`src/verilog/cbm_defines.svh`:
```
// Constants of the branch, bit and move execute block
`ifndef CBM_DEFINES_SVH
`define CBM_DEFINES_SVH

// ----------------------------------------------------------------
// Status register bit positions
// ----------------------------------------------------------------
`define CBM_FLAG_C 3'd0
`define CBM_FLAG_Z 3'd1
`define CBM_FLAG_N 3'd2
`define CBM_FLAG_V 3'd3
`define CBM_FLAG_S 3'd4
`define CBM_FLAG_H 3'd5
`define CBM_FLAG_T 3'd6
`define CBM_FLAG_I 3'd7

// ----------------------------------------------------------------
// Pointer pairs, reset values, offsets
// ----------------------------------------------------------------
`define CBM_PTR_X_LO   5'd26
`define CBM_PTR_Y_LO   5'd28
`define CBM_STATUS_REGISTER_RESET 8'h00
`define CBM_PC_RESET   16'h0000
`define CBM_OFS_STATUS 8'h00
`define CBM_OFS_PC_LO  8'h01
`define CBM_OFS_PC_HI  8'h02
`define CBM_OFS_STATE  8'h03
`define CBM_OFFSET_W   7
`define CBM_IO_AW      5

`endif

```
`src/verilog/cbm_pkg.sv`:
```
// Types and shared decode helpers of the execute block
`include "cbm_defines.svh"

package cbm_pkg;

  // ----------------------------------------------------------------
  // Sizes and enumerations
  // ----------------------------------------------------------------
  localparam int CBM_REG_AW = 5;
  localparam int CBM_DATA_W = 8;

  typedef enum logic [4:0] {
    cbm_nop,
    cbm_branch_unsigned_ge, cbm_branch_unsigned_lt, cbm_branch_negative,
    cbm_branch_nonnegative, cbm_branch_signed_ge, cbm_branch_signed_lt,
    cbm_branch_halfcarry_on, cbm_branch_halfcarry_off, cbm_branch_tflag_on,
    cbm_branch_tflag_off, cbm_branch_overflow_on, cbm_branch_overflow_off,
    cbm_branch_irq_enabled, cbm_branch_irq_disabled,
    cbm_io_bit_set, cbm_io_bit_clear,
    cbm_logical_shift_left, cbm_logical_shift_right,
    cbm_rotate_left_carry, cbm_arith_shift_right,
    cbm_flag_set, cbm_flag_clear, cbm_global_irq_on, cbm_global_irq_off,
    cbm_bit_to_tflag, cbm_tflag_to_bit,
    cbm_register_copy, cbm_register_pair_copy, cbm_immediate_load,
    cbm_pointer_load
  } cbm_op_t;

  typedef enum logic [1:0] {cbm_ld_plain, cbm_ld_postinc, cbm_ld_predec} cbm_ld_mode_t;

  typedef enum logic [1:0] {cbm_s_idle, cbm_s_br_taken, cbm_s_io_wb, cbm_s_ld_wb} cbm_state_t;

  // ----------------------------------------------------------------
  // Branch decode
  // ----------------------------------------------------------------
  function automatic logic cbm_is_branch(cbm_op_t op);
    return op inside {[cbm_branch_unsigned_ge:cbm_branch_irq_disabled]};
  endfunction

  function automatic logic cbm_branch_hit(cbm_op_t op, logic [7:0] sr);
    logic nv;
    nv = sr[`CBM_FLAG_N] ^ sr[`CBM_FLAG_V];
    case (op)
      cbm_branch_unsigned_ge:   return !sr[`CBM_FLAG_C];
      cbm_branch_unsigned_lt:   return sr[`CBM_FLAG_C];
      cbm_branch_negative:      return sr[`CBM_FLAG_N];
      cbm_branch_nonnegative:   return !sr[`CBM_FLAG_N];
      cbm_branch_signed_ge:     return !nv;
      cbm_branch_signed_lt:     return nv;
      cbm_branch_halfcarry_on:  return sr[`CBM_FLAG_H];
      cbm_branch_halfcarry_off: return !sr[`CBM_FLAG_H];
      cbm_branch_tflag_on:      return sr[`CBM_FLAG_T];
      cbm_branch_tflag_off:     return !sr[`CBM_FLAG_T];
      cbm_branch_overflow_on:   return sr[`CBM_FLAG_V];
      cbm_branch_overflow_off:  return !sr[`CBM_FLAG_V];
      cbm_branch_irq_enabled:   return sr[`CBM_FLAG_I];
      cbm_branch_irq_disabled:  return !sr[`CBM_FLAG_I];
      default:                  return 1'b0;
    endcase
  endfunction

endpackage

```
`src/verilog/cbm_rf_if.sv`:
```
// Carrier between the execute core and its register file
`timescale 1ns/100ps

interface cbm_rf_if;
  import cbm_pkg::*;
  logic [CBM_REG_AW-1:0]   rd_a_idx;
  logic [CBM_REG_AW-1:0]   rd_b_idx;
  logic [CBM_REG_AW-1:0]   rd_w_idx;
  logic [CBM_DATA_W-1:0]   rd_a;
  logic [CBM_DATA_W-1:0]   rd_b;
  logic [2*CBM_DATA_W-1:0] rd_w;
  logic                    wb_en;
  logic [CBM_REG_AW-1:0]   wb_idx;
  logic [CBM_DATA_W-1:0]   wb_data;
  logic                    ww_en;
  logic [CBM_REG_AW-1:0]   ww_idx;
  logic [2*CBM_DATA_W-1:0] ww_data;

  modport core (output rd_a_idx, rd_b_idx, rd_w_idx, wb_en, wb_idx, wb_data,
                output ww_en, ww_idx, ww_data, input rd_a, rd_b, rd_w);
  modport store (input rd_a_idx, rd_b_idx, rd_w_idx, wb_en, wb_idx, wb_data,
                 input ww_en, ww_idx, ww_data, output rd_a, rd_b, rd_w);
endinterface

```
`src/verilog/cbm_regfile.sv`:
```
// General purpose register file: two byte reads, one pair read, byte and pair writes
`timescale 1ns/100ps

module cbm_regfile
  import cbm_pkg::*;
#(
  parameter int DEPTH = 32
) (
  input wire logic clock,
  input wire logic rstn,
  cbm_rf_if.store  rf
);

  // ----------------------------------------------------------------
  // Elaboration check
  // ----------------------------------------------------------------
  if (DEPTH != (1 << CBM_REG_AW)) begin : g_bad_depth
    $error("Register file depth must match the index width");
  end

  // ----------------------------------------------------------------
  // Storage
  // ----------------------------------------------------------------
  logic [CBM_DATA_W-1:0] mem      [DEPTH];
  logic [CBM_DATA_W-1:0] next_mem [DEPTH];

  // Byte write follows the pair write, so a byte write wins on overlap
  always_comb begin
    next_mem = mem;
    if (rf.ww_en) begin
      next_mem[{rf.ww_idx[CBM_REG_AW-1:1], 1'b0}] = rf.ww_data[CBM_DATA_W-1:0];
      next_mem[{rf.ww_idx[CBM_REG_AW-1:1], 1'b1}] = rf.ww_data[2*CBM_DATA_W-1:CBM_DATA_W];
    end
    if (rf.wb_en) begin
      next_mem[rf.wb_idx] = rf.wb_data;
    end
  end

  always_ff @(posedge clock or negedge rstn) begin
    if (!rstn) begin
      for (int i = 0; i < DEPTH; i++) begin
        mem[i] <= '0;
      end
    end else begin
      mem <= next_mem;
    end
  end

  assign rf.rd_a = mem[rf.rd_a_idx];
  assign rf.rd_b = mem[rf.rd_b_idx];
  assign rf.rd_w = {mem[{rf.rd_w_idx[CBM_REG_AW-1:1], 1'b1}],
                    mem[{rf.rd_w_idx[CBM_REG_AW-1:1], 1'b0}]};

endmodule

```
`src/verilog/cbm_exec.sv`:
```
// Execute block for flag branches, bit operations, shifts, moves and pointer loads
//
// Operation
// - Carry and sign branches jump to pc plus offset plus one, one or two cycles.
// - Signed branches test negative xor overflow: zero for ge, one for lt.
// - Half-carry branches jump on flag one or zero, leaving every flag alone.
// - T-flag branches jump when the T flag equals the tested value.
// - Overflow branches jump on overflow one or zero, flags unchanged.
// - Interrupt-state branches test the global enable, taken on one or zero.
// - I/O bit set and clear force one bit, two cycles, no flags.
// - Logical shifts insert zero, update zero, carry, negative, overflow in one cycle.
// - Rotate left pulls old carry into bit 0, bit 7 into carry.
// - Arithmetic shift right moves bits down one, updates four flags, one cycle.
// - Single-cycle instructions set or clear exactly one named status flag.
// - Global interrupt on and off write the interrupt flag in one cycle.
// - Bit store copies a selected register bit into the T flag.
// - Bit load writes the T flag into a selected register bit.
// - Register copy, pair copy and immediate load take one cycle, no flags.
// - Pointer loads read memory at X or Y in two cycles; plain or post-increment.
// - Pre-decrement loads lower the pointer first, then read there; two cycles.
//
// Chosen here: the plain strobed port and the address map.
`timescale 1ns/100ps
`include "cbm_defines.svh"

module cbm_exec
  import cbm_pkg::*;
#(
  parameter int PC_W = 16
) (
  input  wire logic                     clock,
  input  wire logic                     rstn,
  input  wire logic                     op_valid,
  output logic                          op_ready,
  input  wire cbm_op_t                  op_code,
  input  wire logic [4:0]               op_rd,
  input  wire logic [4:0]               op_rr,
  input  wire logic [2:0]               op_bit,
  input  wire logic [7:0]               op_imm,
  input  wire logic                     op_ptr_y,
  input  wire cbm_ld_mode_t             op_ld_mode,
  output logic [PC_W-1:0]               pc,
  output logic [7:0]                    status_register,
  output logic [15:0]                   dmem_addr,
  output logic                          dmem_rd,
  input  wire logic [7:0]               dmem_rdata,
  output logic [`CBM_IO_AW-1:0]         io_addr,
  output logic                          io_rd,
  input  wire logic [7:0]               io_rdata,
  output logic                          io_wr,
  output logic [7:0]                    io_wdata,
  input  wire logic [7:0]               reg_addr,
  input  wire logic [7:0]               reg_wdata,
  input  wire logic                     reg_wr,
  input  wire logic                     reg_rd,
  output logic [7:0]                    reg_rdata
);

  // ----------------------------------------------------------------
  // Elaboration check
  // ----------------------------------------------------------------
  if (PC_W < 8 || PC_W > 16) begin : g_bad_pc
    $error("Program counter width must lie between 8 and 16");
  end

  // ----------------------------------------------------------------
  // State
  // ----------------------------------------------------------------
  cbm_state_t             state;
  cbm_state_t             next_state;
  logic [PC_W-1:0]        next_pc;
  logic [7:0]             next_status_register;
  logic [4:0]             hold_rd;
  logic [4:0]             next_hold_rd;
  logic [2:0]             hold_bit;
  logic [2:0]             next_hold_bit;
  logic [`CBM_IO_AW-1:0]  hold_io;
  logic [`CBM_IO_AW-1:0]  next_hold_io;
  logic                   hold_set;
  logic                   next_hold_set;
  logic [7:0]             next_reg_rdata;
  logic [PC_W-1:0]        branch_offset;
  logic [15:0]            ptr_now;
  logic [7:0]             bit_mask;
  logic [7:0]             hold_mask;

  cbm_rf_if rf ();

  cbm_regfile #(
    .DEPTH (32)
  ) u_regfile (
    .clock (clock),
    .rstn  (rstn),
    .rf    (rf)
  );

  // Flags after a shift; the signed flag is deliberately left alone
  function automatic logic [7:0] shift_flags(logic [7:0] sr, logic [7:0] res, logic cout);
    logic [7:0] s;
    s = sr;
    s[`CBM_FLAG_C] = cout;
    s[`CBM_FLAG_Z] = (res == 8'h00);
    s[`CBM_FLAG_N] = res[7];
    s[`CBM_FLAG_V] = res[7] ^ cout;
    return s;
  endfunction

  assign op_ready      = (state == cbm_s_idle);
  assign branch_offset = PC_W'({{(PC_W - `CBM_OFFSET_W){op_imm[6]}}, op_imm[6:0]});
  assign ptr_now       = rf.rd_w;
  assign bit_mask      = 8'h01 << op_bit;
  assign hold_mask     = 8'h01 << hold_bit;

  // ----------------------------------------------------------------
  // Next-state logic
  // ----------------------------------------------------------------
  always_comb begin
    next_state           = state;
    next_pc              = pc;
    next_status_register = status_register;
    next_hold_rd         = hold_rd;
    next_hold_bit        = hold_bit;
    next_hold_io         = hold_io;
    next_hold_set        = hold_set;
    rf.rd_a_idx          = op_rd;
    rf.rd_b_idx          = op_rr;
    rf.rd_w_idx          = (op_code == cbm_register_pair_copy) ? op_rr :
                           (op_ptr_y ? `CBM_PTR_Y_LO : `CBM_PTR_X_LO);
    rf.wb_en             = 1'b0;
    rf.wb_idx            = op_rd;
    rf.wb_data           = 8'h00;
    rf.ww_en             = 1'b0;
    rf.ww_idx            = op_rd;
    rf.ww_data           = 16'h0000;
    dmem_rd              = 1'b0;
    dmem_addr            = ptr_now;
    io_rd                = 1'b0;
    io_wr                = 1'b0;
    io_addr              = op_imm[`CBM_IO_AW-1:0];
    io_wdata             = 8'h00;
    unique case (state)
      cbm_s_idle: begin
        if (op_valid) begin
          next_pc = pc + PC_W'(1);
          if (cbm_is_branch(op_code)) begin
            // Taken branch spends a second cycle refilling
            if (cbm_branch_hit(op_code, status_register)) begin
              next_pc    = pc + PC_W'(1) + branch_offset;
              next_state = cbm_s_br_taken;
            end
          end else begin
            case (op_code)
              cbm_io_bit_set, cbm_io_bit_clear: begin
                io_rd         = 1'b1;
                next_hold_io  = op_imm[`CBM_IO_AW-1:0];
                next_hold_bit = op_bit;
                next_hold_set = (op_code == cbm_io_bit_set);
                next_state    = cbm_s_io_wb;
              end
              cbm_logical_shift_left: begin
                rf.wb_en   = 1'b1;
                rf.wb_data = {rf.rd_a[6:0], 1'b0};
                next_status_register = shift_flags(status_register, rf.wb_data, rf.rd_a[7]);
              end
              cbm_logical_shift_right: begin
                rf.wb_en   = 1'b1;
                rf.wb_data = {1'b0, rf.rd_a[7:1]};
                next_status_register = shift_flags(status_register, rf.wb_data, rf.rd_a[0]);
              end
              cbm_rotate_left_carry: begin
                rf.wb_en   = 1'b1;
                rf.wb_data = {rf.rd_a[6:0], status_register[`CBM_FLAG_C]};
                next_status_register = shift_flags(status_register, rf.wb_data, rf.rd_a[7]);
              end
              cbm_arith_shift_right: begin
                rf.wb_en   = 1'b1;
                rf.wb_data = {rf.rd_a[7], rf.rd_a[7:1]};
                next_status_register = shift_flags(status_register, rf.wb_data, rf.rd_a[0]);
              end
              cbm_flag_set: begin
                next_status_register = status_register | bit_mask;
              end
              cbm_flag_clear: begin
                next_status_register = status_register & ~bit_mask;
              end
              cbm_global_irq_on: begin
                next_status_register[`CBM_FLAG_I] = 1'b1;
              end
              cbm_global_irq_off: begin
                next_status_register[`CBM_FLAG_I] = 1'b0;
              end
              cbm_bit_to_tflag: begin
                next_status_register[`CBM_FLAG_T] = rf.rd_b[op_bit];
              end
              cbm_tflag_to_bit: begin
                rf.wb_en   = 1'b1;
                rf.wb_data = (rf.rd_a & ~bit_mask) |
                             (status_register[`CBM_FLAG_T] ? bit_mask : 8'h00);
              end
              cbm_register_copy: begin
                rf.wb_en   = 1'b1;
                rf.wb_data = rf.rd_b;
              end
              cbm_register_pair_copy: begin
                rf.ww_en   = 1'b1;
                rf.ww_data = rf.rd_w;
              end
              cbm_immediate_load: begin
                rf.wb_en   = 1'b1;
                rf.wb_data = op_imm;
              end
              cbm_pointer_load: begin
                // Pointer moves now unless the mode is plain, the data lands in the second cycle
                dmem_rd      = 1'b1;
                next_hold_rd = op_rd;
                rf.ww_idx    = rf.rd_w_idx;
                next_state   = cbm_s_ld_wb;
                if (op_ld_mode == cbm_ld_predec) begin
                  dmem_addr  = ptr_now - 16'h0001;
                  rf.ww_en   = 1'b1;
                  rf.ww_data = ptr_now - 16'h0001;
                end else if (op_ld_mode == cbm_ld_postinc) begin
                  rf.ww_en   = 1'b1;
                  rf.ww_data = ptr_now + 16'h0001;
                end
              end
              default: begin
              end
            endcase
          end
        end
      end
      cbm_s_br_taken: begin
        next_state = cbm_s_idle;
      end
      cbm_s_io_wb: begin
        io_wr      = 1'b1;
        io_addr    = hold_io;
        io_wdata   = hold_set ? (io_rdata | hold_mask) : (io_rdata & ~hold_mask);
        next_state = cbm_s_idle;
      end
      cbm_s_ld_wb: begin
        rf.wb_en   = 1'b1;
        rf.wb_idx  = hold_rd;
        rf.wb_data = dmem_rdata;
        next_state = cbm_s_idle;
      end
    endcase
    // Software write to the status register overrides the instruction
    if (reg_wr && reg_addr == `CBM_OFS_STATUS) begin
      next_status_register = reg_wdata;
    end
  end

  // ----------------------------------------------------------------
  // Register read port
  // ----------------------------------------------------------------
  always_comb begin
    next_reg_rdata = 8'h00;
    if (reg_rd) begin
      case (reg_addr)
        `CBM_OFS_STATUS: next_reg_rdata = status_register;
        `CBM_OFS_PC_LO:  next_reg_rdata = pc[7:0];
        `CBM_OFS_PC_HI:  next_reg_rdata = 8'(pc >> 8);
        `CBM_OFS_STATE:  next_reg_rdata = 8'(state);
        default:         next_reg_rdata = 8'h00;
      endcase
    end
  end

  always_ff @(posedge clock or negedge rstn) begin
    if (!rstn) begin
      state           <= cbm_s_idle;
      pc              <= PC_W'(`CBM_PC_RESET);
      status_register <= `CBM_STATUS_REGISTER_RESET;
      hold_rd         <= 5'h00;
      hold_bit        <= 3'h0;
      hold_io         <= '0;
      hold_set        <= 1'b0;
      reg_rdata       <= 8'h00;
    end else begin
      state           <= next_state;
      pc              <= next_pc;
      status_register <= next_status_register;
      hold_rd         <= next_hold_rd;
      hold_bit        <= next_hold_bit;
      hold_io         <= next_hold_io;
      hold_set        <= next_hold_set;
      reg_rdata       <= next_reg_rdata;
    end
  end
endmodule

```
`config.mk`:
```
export PLATFORM = sky130hd
export DESIGN_NAME = cbm_exec
export DESIGN_NICKNAME = d
export VERILOG_FILES = /design/src/verilog/cbm_pkg.sv /design/src/verilog/cbm_rf_if.sv /design/src/verilog/cbm_regfile.sv /design/src/verilog/cbm_exec.sv
export VERILOG_INCLUDE_DIRS = /design/src /design/src/verilog
export SDC_FILE = /design/constraint.sdc
export NUM_CORES = 1
export LEC_CHECK = 0
export BUFFER_PORTS_ARGS = -buffer_cell sky130_fd_sc_hd__buf_2
export CAP_MARGIN = 20
export CORE_MARGIN = 2
export CORE_UTILIZATION = 50
export CTS_BUF_LIST = sky130_fd_sc_hd__clkbuf_8
export CTS_CLUSTER_SIZE = 30
export DETAILED_ROUTE_END_ITERATION = 7
export PLACE_DENSITY = 0.81
export SLEW_MARGIN = 20
export SYNTH_ARGS = -nofsm -noshare
export SYNTH_HDL_FRONTEND = slang
export SYNTH_HIERARCHICAL = 1
export SYNTH_SLANG_ARGS = --single-unit
```
`constraint.sdc`:
```
create_clock -name clock -period 6.3 [get_ports clock]
set_input_delay 0.945 -clock clock [delete_from_list [all_inputs] [get_ports clock]]
set_output_delay 0.945 -clock clock [all_outputs]
set_load 0.02 [all_outputs]
```
; ---- After elaboration in Yosys (flattened, before gate mapping)
; Index checks and enable logic that the tools add are counted.
[op_classes]
addsub = 4
order_cmp = 13
n_eq_ne = 46
shifts = 2
n_mux = 90
bitwise_logic = 19
n_reduce_logical = 35
[ops]
columns = operator, count
row1 = bitwise mux 256 bit, 3
row2 = two-way mux 256 bit, 2
row3 = two-way mux 16 bit, 12
row4 = two-way mux 8 bit, 21
row5 = binary-select mux 8 bit (select 5 bit), 4
row6 = demux 8 bit (select 5 bit), 3
row7 = "== test 5 bit, second input constant", 15
row8 = case mux 8 bit (7 select lines), 1
row9 = "greater-or-equal comparator 6 bit, second input constant", 7
row10 = NOT 5 -> 6 bit, 7
row11 = "== test 5 x 4 -> 1 bit, second input constant", 8
row12 = case mux 6 bit (6 select lines), 1
row13 = two-way mux 5 bit, 7
row14 = "adder 16 x 1 -> 16 bit, second input constant", 2
row15 = case mux 16 bit (2 select lines), 1
row16 = case mux 8 bit (4 select lines), 1
row17 = AND 8 bit, 3
row18 = logical NOT 8 bit, 3
row19 = bitwise OR 8 bit, 3
row20 = two-way mux 1 bit, 21
row21 = "== test 5 x 3 -> 1 bit, second input constant", 4
row22 = AND reduction 4 bit, 5
row23 = "less-than comparator 6 x 1 -> 1 bit, second input constant", 3
row24 = adder 16 bit, 1
row25 = other kinds (42), 71
[word_totals]
register_bits = 304

; ---- Depth between registers and ports, before layout
[logic_depth]
ltp_word = 18
ltp_mapped = 23
ltp_nobuf = 16

; ---- Modules after synthesis
; Netlist, hierarchy kept.
[modules_own_cells]
columns = mod, n_inst, cells_per_inst, area_each_um2, seq_area_each_um2
row1 = cbm_regfile, 1, 1919, 19150.9, 6406.1
row2 = cbm_exec, 1, 813, 6133.4, 1201.2

; ---- Worst setup path before layout
; No wires, ideal clock.
[synth_timing]
path_kind = input port to output port
from = input port op_code[2]
to = output port dmem_addr[12]
arrival_time_ns = 5.500
required_ns = 5.355
path_slack_ns = -0.145
stages = 18
path_cell_list = buf_2 -> nand3_1 -> or3_1 -> clkbuf_1 -> nand2_1 -> o21a_1 -> clkbuf_1 -> buf_2 -> mux4_2 -> mux4_2 -> clkbuf_1 -> inv_1 -> ha_1 -> nor3b_1 -> nand3_1 -> or2_2 -> nor2_1 -> xor2_1
[synth_between]
elab_chain_len = 12
word_cells_on_any_way = 20
[synth_rtl]
columns = element, line_no
row1 = from (decl), cbm_exec.sv:35  ; input wire cbm_op_t op_code,
row2 = == test 5 bit, cbm_exec.sv:127  ; rf.rd_w_idx = (op_code == cbm_register_pair_copy) ? op_rr :
row3 = two-way mux 5 bit, cbm_exec.sv:127
row4 = via rf.rd_w_idx[1], cbm_rf_if.sv:8  ; logic [CBM_REG_AW-1:0] rd_w_idx;
row5 = NOT 5 -> 6 bit (implied by the code), cbm_regfile.sv:52  ; mem[{rf.rd_w_idx[CBM_REG_AW-1:1], 1'b0}]};
row6 = binary-select mux 8 bit (select 5 bit), cbm_regfile.sv:52
row7 = two-way mux 8 bit (implied by the code) (2 in series), cbm_regfile.sv:52
row8 = via ptr_now[0], cbm_exec.sv:83  ; logic [15:0] ptr_now;
row9 = subtractor 16 x 1 -> 16 bit, cbm_exec.sv:219  ; dmem_addr = ptr_now - 16'h0001;
row10 = two-way mux 16 bit, cbm_exec.sv:218  ; if (op_ld_mode == cbm_ld_predec) begin
row11 = two-way mux 16 bit, cbm_exec.sv:152  ; case (op_code)
row12 = two-way mux 16 bit, cbm_exec.sv:145  ; if (cbm_is_branch(op_code)) begin
row13 = two-way mux 16 bit, cbm_exec.sv:143  ; if (op_valid) begin
row14 = two-way mux 16 bit, cbm_exec.sv:141  ; unique case (state)
row15 = to (decl), cbm_exec.sv:44  ; output logic [15:0] dmem_addr,
; The timed path passes the listed nets, and every way through them passes these cells. The select of a mux whose other input is x is not followed.

; ---- Final worst setup path
[layout_timing]
from = input port op_code[2]
to = output port dmem_addr[8]
; Same word-level chain as after synthesis.

==> flow_metrics.tcl <==
set metrics [dict create \
    vias 25900 \
    grt_pass1_vias 24376 \
    start_util_pct 50.5 \
    io_pins 131 \
    rsz0062_at_grt "false" \
    cp-end-kind "primary output" \
    drcViolationCount 0 \
    hpwlAfterDp_mm 72.4 \
    placed_cell_area_um2 26300 \
    wl_mm 107 \
    die_area_um2 52400 \
    worstSetupPathType "in -> out" \
    core_area_um2 50100 \
    cts.sinks 304 \
    path_max_fanout 29 \
    clockBufferDepth 3 \
    viasPerCell 7.72 \
    skew_ns 0.0464 \
    cts.reportedPaths.clkPinSlew_ns 0.06 \
    cts_tree "built" \
    finalSetupTns_ns 0 \
    clock-root-buffer "clkbuf_8" \
    overflow 0 \
    final_nets 2734 \
    num_rows 82 \
    ir_drop_v 0.000227 \
    critPathLaunchType "input pin" \
    netlist_instances 2730 \
    critPathRequiredTime_ns 5.35 \
    antenna_found_initial 9 \
    powerDensity_nw_per_um2 421 \
    period_needed_ns 6.03 \
    maxSlewViolCount 0 \
    clock_latency_ns 0.69 \
    gp_congestion 1.04 \
    tightest_slew_ns 1.12 \
    first_pass_iters 8 \
    syn_area_um2 25300 \
    cts_buffers 56 \
    drt_iter0_markers 4279 \
    die_h_um 229 \
    relSlewSlack_pct 25.4 \
    io_buffer_count 130 \
    hold_class "in -> async" \
    setup_viol 0 \
    die_x_um 229 \
    cts_resized 0 \
    cts_hold_buf 0 \
    fmax_mhz 166 \
    cp_data_arrival_time_ns 5.09 \
    grt_max_degree 142 \
    syn2layout_area_growth_pct 8.86 \
    cts_setup_buffers 0 \
    status "finished clean" \
    drv_cap 0 \
    synth_nets 2825 \
    ant_nets 0 \
    final_hold_viol_count 0 \
    ctsHtreeMaxLevel 2 \
    design_area_um2 27500 \
    p_leak_nw 10.3 \
    syn_avg_cell_area_um2 9.26 \
    drive_gt1_share_pct 25.2 \
    post-route-period-util_pct 95.8 \
    grt_pass1_wl_mm 158 \
    yosysWarnings 6 \
    wl_per_cell_um 31.8 \
    grt.total_usage_pct 39.9 \
]
worst max-delay path: stages:
cell     delay (ns)
buf_2          0.09
nand3_1        0.12
or3_1          0.35
nand2_1        0.15
o21a_4         0.21
buf_12         0.25
mux4_2         0.53
mux4_2         0.65
inv_1          0.20
ha_1           0.23
nor3b_1        0.22
buf_4          0.17
nand2_1        0.07
nor4_1         0.36
nand2_1        0.14
xnor2_1        0.18
buf_2          0.19
final timing paths:
path                                    startpoint                  to  slack (ns)  cells past startpoint
max in group asynchronous                     rstn  u_regfile/mem[135]        4.47                      2
worst max register to register  u_regfile/mem[193]  u_regfile/mem[247]        2.14                     12
worst min register to register          hold_io[1]          hold_io[1]        0.51                      1
worst min-delay path                          rstn   u_regfile/mem[95]        0.29                      1
min in group clock                    reg_wdata[0]  status_register[0]        0.51                      2
worst max-delay path                    op_code[2]        dmem_addr[8]        0.27                     17
registers in the layout, indices dropped and copies added (netlist names):
| name | count |
|---|---|
| status_register | 8 |
| u_regfile/mem | 256 |
| hold_bit | 3 |
| hold_rd | 5 |
| hold_set | 1 |
| pc | 16 |
| reg_rdata | 8 |
| state | 2 |
| hold_io | 5 |
metrics by stage:
step / total power [W] / cells / worst slack, ns / util, % / hold slack (ns)
after floorplan: 0.00708 / 2730 / 0.0209 / - / 0.475
after global placement: 0.00904 / 3251 / 0.381 / 52.5 / 0.484
after detailed placement: 0.00919 / 3252 / 0.332 / 52.5 / 0.496
after CTS: 0.0113 / 3348 / 0.301 / 54.9 / 0.311
after global routing: 0.0120 / 3351 / 0.0177 / 54.9 / 0.365
final: 0.0116 / 3355 / 0.266 / 54.9 / 0.287
layer usage:
| metal | vias up | part of all wire, % | global-route usage [%] |
|---|---|---|---|
| met4 | 6 | 7.2 | 24.3 |
| met2 | 2341 | 43 | 57.6 |
| met5 | - | 0.032 | 0 |
| met1 | 12686 | 35 | 51.6 |
| met3 | 493 | 15 | 14.2 |
| li1 | 10374 | - | - |
power by group:
group / switching [W] / internal [W] / leakage, nW
combinational: 0.00296 / 0.00256 / 5.59
sequential: 0.00122 / 0.00276 / 4.07
clock: 0.000924 / 0.00116 / 0.667
layout by cell type (no fill, tap or decap), types with 6 or more instances in the layout:
cell / count
buf_4: 89
nor3_1: 272
mux4_2: 244
ha_1: 28
inv_1: 35
nand3_1: 290
dfrtp_1: 304
o21ai_0: 289
a21o_1: 11
mux2_2: 42
nand2b_1: 11
nor2_1: 76
nand2_1: 71
buf_12: 14
clkbuf_8: 71
nor4_1: 8
and3_1: 13
a21oi_1: 67
a211oi_1: 7
o22ai_1: 13
o221ai_1: 8
clkinv_2: 6
xnor2_1: 38
or2_2: 38
nand4_1: 12
or3b_2: 6
a22oi_1: 24
mux2i_1: 31
buf_2: 127
nor3b_1: 6
or3_1: 7
nor2_2: 8
diode_2: 6
nor2b_1: 16
nand3b_1: 12
a31oi_1: 265
xor2_1: 16
area by class of cell:
| cell class | instances | area, um2 |
|---|---|---|
| Fill cell | 4438 | 22600 |
| Multi-Input combinational cell | 2023 | 16200 |
| Sequential cell | 304 | 7610 |
| Timing Repair Buffer | 233 | 1620 |
| Clock buffer | 71 | 977 |
| Tap cell | 672 | 841 |
| Clock inverter | 25 | 209 |
| Inverter | 21 | 80.1 |
| Antenna cell | 6 | 15.0 |
(Power assumes the default switching activity.)
